**src/fsr_defs.svh**
```systemverilog
// Purpose: Offsets, field positions, reset values and counts of the fault status block
// Assumes: Byte address of a register is four times its index
// Notes:   Definitions only
`ifndef FSR_DEFS_SVH
`define FSR_DEFS_SVH

// ****************************************************************
// Register indices
// ****************************************************************
`define FSR_IDX_MAIN    6'h02
`define FSR_IDX_NEG     6'h04
`define FSR_IDX_SER     6'h05
`define FSR_IDX_ERR     6'h06
`define FSR_IDX_PIN     6'h07
`define FSR_IDX_RSV_LO  6'h08
`define FSR_IDX_RSV_HI  6'h0A
`define FSR_IDX_ACFG    6'h0B
`define FSR_IDX_IRQ_ST  6'h10
`define FSR_IDX_IRQ_MSK 6'h11

// ****************************************************************
// Field positions
// ****************************************************************
`define FSR_SER_STARTUP 2
`define FSR_SER_CS      1
`define FSR_SER_FRAME   0
`define FSR_MAIN_SER    5
`define FSR_MAIN_ADCIN  4

// ****************************************************************
// Reset values and counts
// ****************************************************************
`define FSR_ACFG_RST    8'h60
`define FSR_ERR_MAX     8'hFF
`define FSR_WL_24       8'h18
`define FSR_WL_32       8'h20
`define FSR_WL_16       8'h10
`define FSR_FRAME_WORDS 8'h02
`define FSR_CH_ALL      4'hF
`define FSR_CH_TWO      4'h3
`endif

```
**src/fsr_pkg.sv**
```systemverilog
// Purpose: Types shared by the fault status block
// Assumes: Nothing
// Notes:   Constants live in fsr_defs.svh
package fsr_pkg;

    // ****************************************************************
    // Captured mode pin codes
    // ****************************************************************
    typedef struct packed {
        logic [1:0] ecc_pin_code;           // Error correction pin
        logic [1:0] word_length_pin_code;   // Word length pin
        logic [1:0] interface_mode_pin_code; // Interface mode pin
    } fsr_pins_t;

    // ****************************************************************
    // Pin capture sequencer states
    // ****************************************************************
    typedef enum logic [1:0] {
        FSR_CAP_WAIT0 = 2'b00,
        FSR_CAP_WAIT1 = 2'b01,
        FSR_CAP_GRAB  = 2'b10,
        FSR_CAP_DONE  = 2'b11
    } fsr_cap_state_t;

endpackage

```
**src/fsr_regs.sv**
```systemverilog
// Purpose: Fault and status register group with APB slave
// Assumes: Link clock and chip select are slow against i_sys_clk
// Notes:   Zero wait state APB; read side effects act at the setup edge
//
// How it works
// - Negative input flags in bits 3:0, 7:4 zero
// - Two-channel part reads channel 3/4 as zero
// - Startup flag bit 2, cleared by reset only
// - Chip select edge while clock high flags
// - Chip select flag clears on serial read
// - Short frame sets frame flag bit 0
// - Frame flag clears on serial read
// - Error counter counts Hamming and CRC errors
// - Error counter saturates at FFh
// - Reading error counter returns then clears it
// - Bits 5:4 report error correction pin
// - Bits 3:2 report word length pin
// - Bits 1:0 report interface mode pin
// - Pin fields captured once after reset and held, bits 7:6 zero
// - Indices 08h to 0Ah read 00h
// - Analog config at 0Bh resets to 60h
// - Summary serial flag cleared by serial read
// - Threshold select drives the input comparators
//
// Design decision made here: the APB register port.
`include "fsr_defs.svh"
`timescale 1ns/10ps
`default_nettype none

module fsr_regs (
    // Clock and reset
    input  wire logic              i_sys_clk,
    input  wire logic              i_rst_b,
    // APB slave
    input  wire logic              i_psel,
    input  wire logic              i_penable,
    input  wire logic              i_pwrite,
    input  wire logic [11:0]       i_paddr,
    input  wire logic [31:0]       i_pwdata,
    input  wire logic [3:0]        i_pstrb,
    output logic      [31:0]       o_prdata,
    output logic                   o_pready,
    output logic                   o_pslverr,
    // Serial link pins
    input  wire logic              i_sclk,
    input  wire logic              i_cs_b,
    // Comparators and straps
    input  wire logic [3:0]        i_neg_over_threshold,
    input  wire logic              i_two_channel,
    input  wire fsr_pkg::fsr_pins_t i_mode_pins,
    // Events from the same clock domain
    input  wire logic              i_startup_fault,
    input  wire logic              i_din_error,
    // Outputs to the analog side
    output logic      [2:0]        o_comparator_threshold_sel,
    output logic      [7:0]        o_analog_system_config,
    output fsr_pkg::fsr_pins_t     o_mode_pin_capture,
    // Interrupt
    output logic                   o_irq
);
    import fsr_pkg::*;

    // ****************************************************************
    // Functions
    // ****************************************************************

    // Saturating increment of the error tally
    function automatic logic [7:0] fsr_sat_inc(input logic [7:0] v);
        begin
            if (v == `FSR_ERR_MAX) begin
                fsr_sat_inc = v;           // Hold at maximum
            end else begin
                fsr_sat_inc = v + 8'h01;
            end
        end
    endfunction

    // Bits per word from the word length code
    function automatic logic [7:0] fsr_word_bits(input logic [1:0] code);
        begin
            case (code)
                2'b01:   fsr_word_bits = `FSR_WL_32;
                2'b10:   fsr_word_bits = `FSR_WL_16;
                default: fsr_word_bits = `FSR_WL_24;
            endcase
        end
    endfunction

    // Index decode of implemented registers
    function automatic logic fsr_mapped(input logic [5:0] idx);
        begin
            fsr_mapped = (idx == `FSR_IDX_MAIN) || (idx == `FSR_IDX_NEG)
                || (idx == `FSR_IDX_SER) || (idx == `FSR_IDX_ERR)
                || (idx == `FSR_IDX_PIN) || (idx == `FSR_IDX_ACFG)
                || (idx == `FSR_IDX_IRQ_ST) || (idx == `FSR_IDX_IRQ_MSK)
                || ((idx >= `FSR_IDX_RSV_LO) && (idx <= `FSR_IDX_RSV_HI));
        end
    endfunction

    // ****************************************************************
    // Declarations
    // ****************************************************************
    localparam int SW = 13;                 // Synchronised input width

    logic [SW-1:0]      sync1_reg;          // First synchroniser stage
    logic [SW-1:0]      sync2_reg;          // Second synchroniser stage
    logic               sclk_d_reg;         // Delayed link clock
    logic               cs_d_reg;           // Delayed chip select
    logic [7:0]         edge_cnt_reg;       // Clock edges in frame
    logic [7:0]         edge_cnt_next;
    fsr_cap_state_t     cap_reg;            // Capture sequencer
    fsr_cap_state_t     cap_next;
    fsr_pins_t          pins_reg;           // Captured pin codes
    logic               two_ch_reg;         // Captured variant strap
    logic [3:0]         neg_reg;            // Negative input flags
    logic [3:0]         neg_next;
    logic               startup_reg;        // Startup fault flag
    logic               cs_flt_reg;         // Chip select fault flag
    logic               cs_flt_next;
    logic               frm_flt_reg;        // Frame fault flag
    logic               frm_flt_next;
    logic               sum_ser_reg;        // Summary serial flag
    logic               sum_ser_next;
    logic               sum_adc_reg;        // Summary input flag
    logic               sum_adc_next;
    logic [7:0]         err_reg;            // Error tally
    logic [7:0]         err_next;
    logic [7:0]         acfg_reg;           // Analog configuration
    logic [4:0]         irq_st_reg;         // Interrupt status
    logic [4:0]         irq_st_next;
    logic [4:0]         irq_msk_reg;        // Interrupt mask
    logic               irq_reg;            // Interrupt output
    logic [31:0]        prdata_reg;         // Read data
    logic               slverr_reg;         // Error answer

    // ****************************************************************
    // Synchronised link and pin signals
    // ****************************************************************
    wire logic          sclk_s   = sync2_reg[12];
    wire logic          cs_s     = sync2_reg[11];
    wire logic [3:0]    neg_s    = sync2_reg[10:7];
    wire fsr_pins_t     pins_s   = sync2_reg[6:1];
    wire logic          two_s    = sync2_reg[0];

    // Chip select moved while the link clock was high
    wire logic          cs_edge  = cs_s ^ cs_d_reg;
    wire logic          cs_evt   = cs_edge & sclk_s & sclk_d_reg;
    wire logic          sclk_up  = sclk_s & ~sclk_d_reg;
    wire logic          frm_end  = cs_s & ~cs_d_reg;
    wire logic          frm_beg  = ~cs_s & cs_d_reg;
    wire logic [7:0]    need     = fsr_word_bits(pins_reg.word_length_pin_code)
                                   * `FSR_FRAME_WORDS;
    wire logic          frm_evt  = frm_end & (edge_cnt_reg < need);

    // Channels present in this variant
    wire logic [3:0]    ch_mask  = two_ch_reg ? `FSR_CH_TWO : `FSR_CH_ALL;
    wire logic [3:0]    neg_set  = neg_s & ch_mask;
    wire logic          neg_evt  = |(neg_set & ~neg_reg);

    // ****************************************************************
    // APB decode
    // ****************************************************************
    wire logic [5:0]    idx      = i_paddr[7:2];
    wire logic          mapped   = fsr_mapped(idx) && (i_paddr[11:8] == 4'h0)
                                   && (i_paddr[1:0] == 2'b00);
    wire logic          setup    = i_psel & ~i_penable;
    wire logic          rd_setup = setup & ~i_pwrite & mapped;
    wire logic          wr_acc   = i_psel & i_penable & i_pwrite & mapped;
    wire logic          rd_neg   = rd_setup & (idx == `FSR_IDX_NEG);
    wire logic          rd_ser   = rd_setup & (idx == `FSR_IDX_SER);
    wire logic          rd_err   = rd_setup & (idx == `FSR_IDX_ERR);
    wire logic          rd_irq   = rd_setup & (idx == `FSR_IDX_IRQ_ST);
    wire logic          wr_acfg  = wr_acc & (idx == `FSR_IDX_ACFG) & i_pstrb[0];
    wire logic          wr_msk   = wr_acc & (idx == `FSR_IDX_IRQ_MSK) & i_pstrb[0];

    // Register images as read
    wire logic [7:0]    ser_img  = {5'h00, startup_reg, cs_flt_reg, frm_flt_reg};
    wire logic [7:0]    main_img = {2'b00, sum_ser_reg, sum_adc_reg, 4'h0};
    wire logic [7:0]    pin_img  = {2'b00, pins_reg};
    wire logic [7:0]    rd_byte  =
        (idx == `FSR_IDX_MAIN)    ? main_img :
        (idx == `FSR_IDX_NEG)     ? {4'h0, neg_reg} :
        (idx == `FSR_IDX_SER)     ? ser_img :
        (idx == `FSR_IDX_ERR)     ? err_reg :
        (idx == `FSR_IDX_PIN)     ? pin_img :
        (idx == `FSR_IDX_ACFG)    ? acfg_reg :
        (idx == `FSR_IDX_IRQ_ST)  ? {3'b000, irq_st_reg} :
        (idx == `FSR_IDX_IRQ_MSK) ? {3'b000, irq_msk_reg} :
        8'h00;
    wire logic [31:0]   rd_data  = mapped ? {24'h00_0000, rd_byte} : 32'h0000_0000;

    // ****************************************************************
    // Next values
    // ****************************************************************

    // Frame edge counter restarts at frame start, saturates
    assign edge_cnt_next = frm_beg ? 8'h00 :
                           (sclk_up & ~cs_s) ? fsr_sat_inc(edge_cnt_reg) :
                           edge_cnt_reg;

    // Sticky flags; a new event wins over the read clear
    assign neg_next     = (rd_neg ? 4'h0 : neg_reg) | neg_set;
    assign cs_flt_next  = (cs_flt_reg & ~rd_ser) | cs_evt;
    assign frm_flt_next = (frm_flt_reg & ~rd_ser) | frm_evt;
    assign sum_ser_next = (sum_ser_reg & ~rd_ser)
                          | cs_evt | frm_evt | i_startup_fault;
    assign sum_adc_next = (sum_adc_reg & ~rd_neg) | (|neg_set);

    // Error tally: clear on read, a same-cycle error counts as one
    assign err_next = rd_err ? {7'h00, i_din_error} :
                      i_din_error ? fsr_sat_inc(err_reg) :
                      err_reg;

    // Interrupt status events
    wire logic [4:0] irq_ev = {i_startup_fault & ~startup_reg,
                               i_din_error, frm_evt, cs_evt, neg_evt};
    assign irq_st_next = (rd_irq ? 5'h00 : irq_st_reg) | irq_ev;

    // Capture sequencer waits for the synchroniser to fill
    always_comb begin
        cap_next = cap_reg;
        case (cap_reg)
            FSR_CAP_WAIT0: cap_next = FSR_CAP_WAIT1;
            FSR_CAP_WAIT1: cap_next = FSR_CAP_GRAB;
            FSR_CAP_GRAB:  cap_next = FSR_CAP_DONE;
            FSR_CAP_DONE:  cap_next = FSR_CAP_DONE;
            default:       cap_next = FSR_CAP_WAIT0;
        endcase
    end

    // ****************************************************************
    // Synchronisers and edge history
    // ****************************************************************

    // Two stages for every pin-side input
    always_ff @(posedge i_sys_clk or negedge i_rst_b) begin
        if (!i_rst_b) begin
            sync1_reg <= 13'h0800;
            sync2_reg <= 13'h0800;
        end else begin
            sync1_reg <= {i_sclk, i_cs_b, i_neg_over_threshold,
                          i_mode_pins, i_two_channel};
            sync2_reg <= sync1_reg;
        end
    end

    // Edge history, idle chip select is high
    always_ff @(posedge i_sys_clk or negedge i_rst_b) begin
        if (!i_rst_b) begin
            sclk_d_reg   <= 1'b0;
            cs_d_reg     <= 1'b1;
            edge_cnt_reg <= 8'h00;
        end else begin
            sclk_d_reg   <= sclk_s;
            cs_d_reg     <= cs_s;
            edge_cnt_reg <= edge_cnt_next;
        end
    end

    // ****************************************************************
    // Mode pin capture
    // ****************************************************************

    // Pins taken once, then held until the next reset
    always_ff @(posedge i_sys_clk or negedge i_rst_b) begin
        if (!i_rst_b) begin
            cap_reg    <= FSR_CAP_WAIT0;
            pins_reg   <= 6'h00;
            two_ch_reg <= 1'b0;
        end else begin
            cap_reg <= cap_next;
            if (cap_reg == FSR_CAP_GRAB) begin
                pins_reg   <= pins_s;
                two_ch_reg <= two_s;
            end
        end
    end

    // ****************************************************************
    // Fault flags and counter
    // ****************************************************************

    // Serial and input fault flags
    always_ff @(posedge i_sys_clk or negedge i_rst_b) begin
        if (!i_rst_b) begin
            neg_reg     <= 4'h0;
            startup_reg <= 1'b0;
            cs_flt_reg  <= 1'b0;
            frm_flt_reg <= 1'b0;
            sum_ser_reg <= 1'b0;
            sum_adc_reg <= 1'b0;
        end else begin
            neg_reg     <= neg_next;
            startup_reg <= startup_reg | i_startup_fault;
            cs_flt_reg  <= cs_flt_next;
            frm_flt_reg <= frm_flt_next;
            sum_ser_reg <= sum_ser_next;
            sum_adc_reg <= sum_adc_next;
        end
    end

    // Error tally
    always_ff @(posedge i_sys_clk or negedge i_rst_b) begin
        if (!i_rst_b) begin
            err_reg <= 8'h00;
        end else begin
            err_reg <= err_next;
        end
    end

    // ****************************************************************
    // Configuration and interrupt registers
    // ****************************************************************

    // Analog configuration and interrupt mask
    always_ff @(posedge i_sys_clk or negedge i_rst_b) begin
        if (!i_rst_b) begin
            acfg_reg    <= `FSR_ACFG_RST;
            irq_msk_reg <= 5'h00;
        end else begin
            if (wr_acfg) begin
                acfg_reg <= i_pwdata[7:0];
            end
            if (wr_msk) begin
                irq_msk_reg <= i_pwdata[4:0];
            end
        end
    end

    // Interrupt status and level output
    always_ff @(posedge i_sys_clk or negedge i_rst_b) begin
        if (!i_rst_b) begin
            irq_st_reg <= 5'h00;
            irq_reg    <= 1'b0;
        end else begin
            irq_st_reg <= irq_st_next;
            irq_reg    <= |(irq_st_next & irq_msk_reg);
        end
    end

    // ****************************************************************
    // APB answer
    // ****************************************************************

    // Read data and error latched in the setup cycle
    always_ff @(posedge i_sys_clk or negedge i_rst_b) begin
        if (!i_rst_b) begin
            prdata_reg <= 32'h0000_0000;
            slverr_reg <= 1'b0;
        end else if (setup) begin
            prdata_reg <= i_pwrite ? 32'h0000_0000 : rd_data;
            slverr_reg <= ~mapped;
        end
    end

    // ****************************************************************
    // Outputs
    // ****************************************************************
    assign o_prdata                   = prdata_reg;
    assign o_pready                   = i_psel & i_penable;
    assign o_pslverr                  = i_psel & i_penable & slverr_reg;
    assign o_comparator_threshold_sel = acfg_reg[2:0];
    assign o_analog_system_config     = acfg_reg;
    assign o_mode_pin_capture         = pins_reg;
    assign o_irq                      = irq_reg;

endmodule

`default_nettype wire

```
**config.mk**
```make
export PLATFORM = sky130hd
export DESIGN_NAME = fsr_regs
export DESIGN_NICKNAME = d
export VERILOG_FILES = /design/src/fsr_pkg.sv /design/src/fsr_regs.sv
export VERILOG_INCLUDE_DIRS = /design/src
export SDC_FILE = /design/constraint.sdc
export NUM_CORES = 1
export LEC_CHECK = 0
export ABC_AREA = 1
export BUFFER_PORTS_ARGS = -buffer_cell sky130_fd_sc_hd__buf_2
export CAP_MARGIN = 30
export CORE_ASPECT_RATIO = 1.2
export CORE_MARGIN = 2
export CORE_UTILIZATION = 52
export CTS_CLUSTER_DIAMETER = 100
export DETAILED_ROUTE_END_ITERATION = 8
export PLACE_DENSITY = 0.8
export SLEW_MARGIN = 10
export SYNTH_ARGS = -nofsm -noshare
export SYNTH_HDL_FRONTEND = slang
export SYNTH_SLANG_ARGS = --single-unit
```
**constraint.sdc**
```tcl
create_clock -name i_sys_clk -period 2.3 [get_ports i_sys_clk]
set_input_delay 0.46 -clock i_sys_clk [delete_from_list [all_inputs] [get_ports i_sys_clk]]
set_output_delay 0.46 -clock i_sys_clk [all_outputs]
set_load 0.01 [all_outputs]
```
==> summary.md <==
| Metric | Value |
|---|---|
| GRT overflow | 0 |
| Async SR Flop Fraction | 100% |
| FILL cells | 635 |
| Final #Nets | 608 |
| PwrDens | 709 nW/um^2 |
| Clock-pin slew of the registers on the worst-case setup and hold paths | 90 ps |
| Via/cell ratio | 5.07 |
| Largest net degree at the start of global routing | 48 |
| Mux cell area share after synthesis | 2.42% |
| Top post-synthesis cells by count | nand2_1 (95), dfrtp_1 (85), inv_1 (69), o21ai_0 (28) |
| Max transition margin | 62.4% |
| Final setup fails | 0 |
| Fmax | 509 MHz |
| Synth top area share | 50.8% |
| Synth top area cells | dfrtp_1 (51%), nand2_1 (8.5%), inv_1 (6.2%) |
| FF-to-FF End | err_reg[7] |
| Multi-input combinational cell area | 1510 um^2 |
| Period utilization | 85.5% |
| Library cells used by synthesis | 42 |
| Complex-gate fraction of the synthesized area | 9.44% |
| Worst setup path class | register to register |
| PortBufs | 68 |
| Worst slack at placement | 183 ps |
| Top_reg_cell synth | dfrtp_1 |
| Crit Path Max Fanout | 6 |
| Post-route ant nets | 0 |
| Drt initial violations | 225 |
| DIE AREA | 8790 um^2 |
| Register area | 2260 um^2 |
| Routed WL | 8530 um |
| Clock root cell | clkbuf_8 |
| Final worst slack | 334 ps |
| WP data arrival | 2270 ps |
| Post-synthesis adder-cell area fraction | 2.09% |
| Syn. warnings | 0 |
| Post-Synth XOR/XNOR Area | 0.209% |
| Num CTS Buffers | 9 |
| Hold WS | 93.0 ps |
| Initial Utilization | 54.0% |
| TNS Setup | 0 ps |
| Crit Reg-Reg Startpoint | err_reg[0] |
| CTS max path bufs | 2 |
| GRT Total Usage | 20.6% |
| Dpl hpwl | 6510 um |
| Final instance area | 4800 um^2 |
| Gp weighted congestion | 0.864 |
| Drt pass-1 iters | 5 |
| Die Wd | 85.9 um |
| CTS tree | built |
| H-tree depth | 3 |
| Post-Synthesis Cell Area | 4190 um^2 |
| Max-cap violations | 0 |
| Simple-gate share of the synthesized area | 19.8% |
| Antenna violations before repair | 0 |
| CP Capture Type | register |
| Post-route clock skew | 7.28 ps |
| Startpoint types | register |
| First-pass GRT wire length | 14100 um |
| DR WL/cell | 13.5 um |
| Vias | 3195 |
| Area grow syn2layout | 14.6% |
| Register area share after synthesis | 53.9% |
| Yosys reg bits | 90 |
| Clk sinks | 90 |
| DRC | 0 |
| Layout cells sized above 1 | 23.4% |
| Post-synth EDFFs | 0 |
| HP Class | input port to asynchronous set/reset pin |
| Reg2Reg Depth | 10 |
| N_diodes | 0 |
| Top-count cell post-synth | nand2_1 |
| Dpl cell area | 4570 um^2 |
| Min Tclk post-route | 1970 ps |
| Worst R2R Setup Slack | 330 ps |
| Post-synth top area cell | dfrtp_1 |
| Height of the die | 102 um |
| Lkg Pwr | 2.60 nW |
| Status | finished clean |
| Hold Buf Count CTS | 0 |
| Number of global-route vias before repair | 3152 |
| Post-CTS setup repair buffer count | 0 |
| Avg Cell Area, Syn | 9.20 um^2 |
| Final Hold Fails | 0 |
| Clock Latency Late Sink | 360 ps |
| Largest family of logic cells by synthesized area | simple AND/OR/NAND/NOR gates |
| # rows | 35 |
| Cells after synthesis | 455 |
| Critical path required time | 2600 ps |
| RSZ-0062 raised after global routing | no |
| Total core area | 7750 um^2 |
| Boundary Pins | 120 |
| Worst-margin pin slew | 563 ps |
| Post-cts sizing count | 0 |
| Slew Viols, Final | 0 |
| Peak VDD IR | 0.654 mV |
[how the worst max path moves through the flow]
stage / start / end
floorplan: i_paddr[11] / o_analog_system_config[7]
global placement: i_paddr[6] / err_reg[7]
detailed placement: i_paddr[6] / err_reg[7]
CTS: err_reg[0] / err_reg[7]
global route: err_reg[0] / err_reg[7]
finish: err_reg[0] / err_reg[7]
[metrics by stage]
| stage | std cells | power [mW] | util, % |
|---|---|---|---|
| 6_report | 630 | 3.40 | 61.9 |
| 5_1_grt | 630 | 3.57 | 61.9 |
| 4_1_cts | 630 | 3.42 | 61.9 |
| 3_5_place_dp | 614 | 2.19 | 58.9 |
| 3_3_place_gp | 614 | 2.17 | 58.9 |
| 2_1_floorplan | 478 | 2.06 | - |
[report_power, final]
group	internal [mW]	total, mW	switching (mW)
Clock	0.635	1.23	0.597
Sequential	1.69	1.76	0.0737
Combinational	0.142	0.409	0.266
Total	2.46	3.40	0.937
[worst max-delay path, stage by stage, from the launching register on]
cell and delay (ps):
dfrtp_1 410, ha_1 240, nand3_1 130, nor3_1 80
a31oi_1 400, inv_1 170, nor2_1 120, nand2_1 70
o21ai_0 150, nand3_1 80, inv_1 50
[per-layer routing]
layer	up-vias	global-route usage [%]	wire length, um
li1	1571	-	-
met1	1497	24.5	3490
met2	105	35.7	4310
met3	22	4.85	464
met4	0	9.28	267
met5	-	0	0
[cell type report]
class | count | share of cell area [%]
clock buffer | 9 | 2.58
tap | 92 | 2.40
timing repair buffer | 74 | 8.34
clock inverter | 7 | 2.27
sequential | 90 | 47.1
inverter | 74 | 5.79
multi-input combinational | 284 | 31.6
[placed cells by master, fill, tap and decap left out, types with 2 or more instances in the layout]
| master | Yosys | final |
|---|---|---|
| a211oi_1 | 2 | 2 |
| a21oi_1 | 12 | 12 |
| buf_2 | 2 | 67 |
| buf_4 | 27 | 6 |
| bufinv_16 | 0 | 2 |
| clkbuf_8 | 0 | 9 |
| clkinv_1 | 2 | 2 |
| clkinv_4 | 0 | 2 |
| conb_1 | 1 | 24 |
| dfrtp_1 | 85 | 85 |
| dfstp_2 | 5 | 5 |
| ha_1 | 7 | 7 |
| inv_1 | 69 | 69 |
| inv_2 | 3 | 3 |
| inv_8 | 0 | 2 |
| mux2_2 | 5 | 5 |
| mux2_4 | 3 | 3 |
| nand2_1 | 95 | 95 |
| nand3_1 | 27 | 27 |
| nand3_2 | 5 | 5 |
| nand4_1 | 4 | 4 |
| nor2_1 | 23 | 23 |
| nor2_4 | 4 | 4 |
| nor3_1 | 5 | 5 |
| nor4_1 | 2 | 2 |
| o211ai_1 | 4 | 4 |
| o211ai_2 | 2 | 2 |
| o21ai_0 | 28 | 28 |
| o21ai_1 | 12 | 12 |
| o22ai_1 | 2 | 2 |
| o31ai_1 | 3 | 3 |
| or2_2 | 2 | 2 |
[kinds of logic (layout without fill, tap and decap cells)]
logic type,Yosys count,after routing
xor gates and xnor gates,1,1
DFF,90,90
adders and majority gates,7,7
muxes,8,8
other,1,24
AOI/OAI and AO/OA,69,69
and+or+nand+nor,175,175
buffers and inverters,104,164
Note: power is estimated with default switching activity, not from simulation.
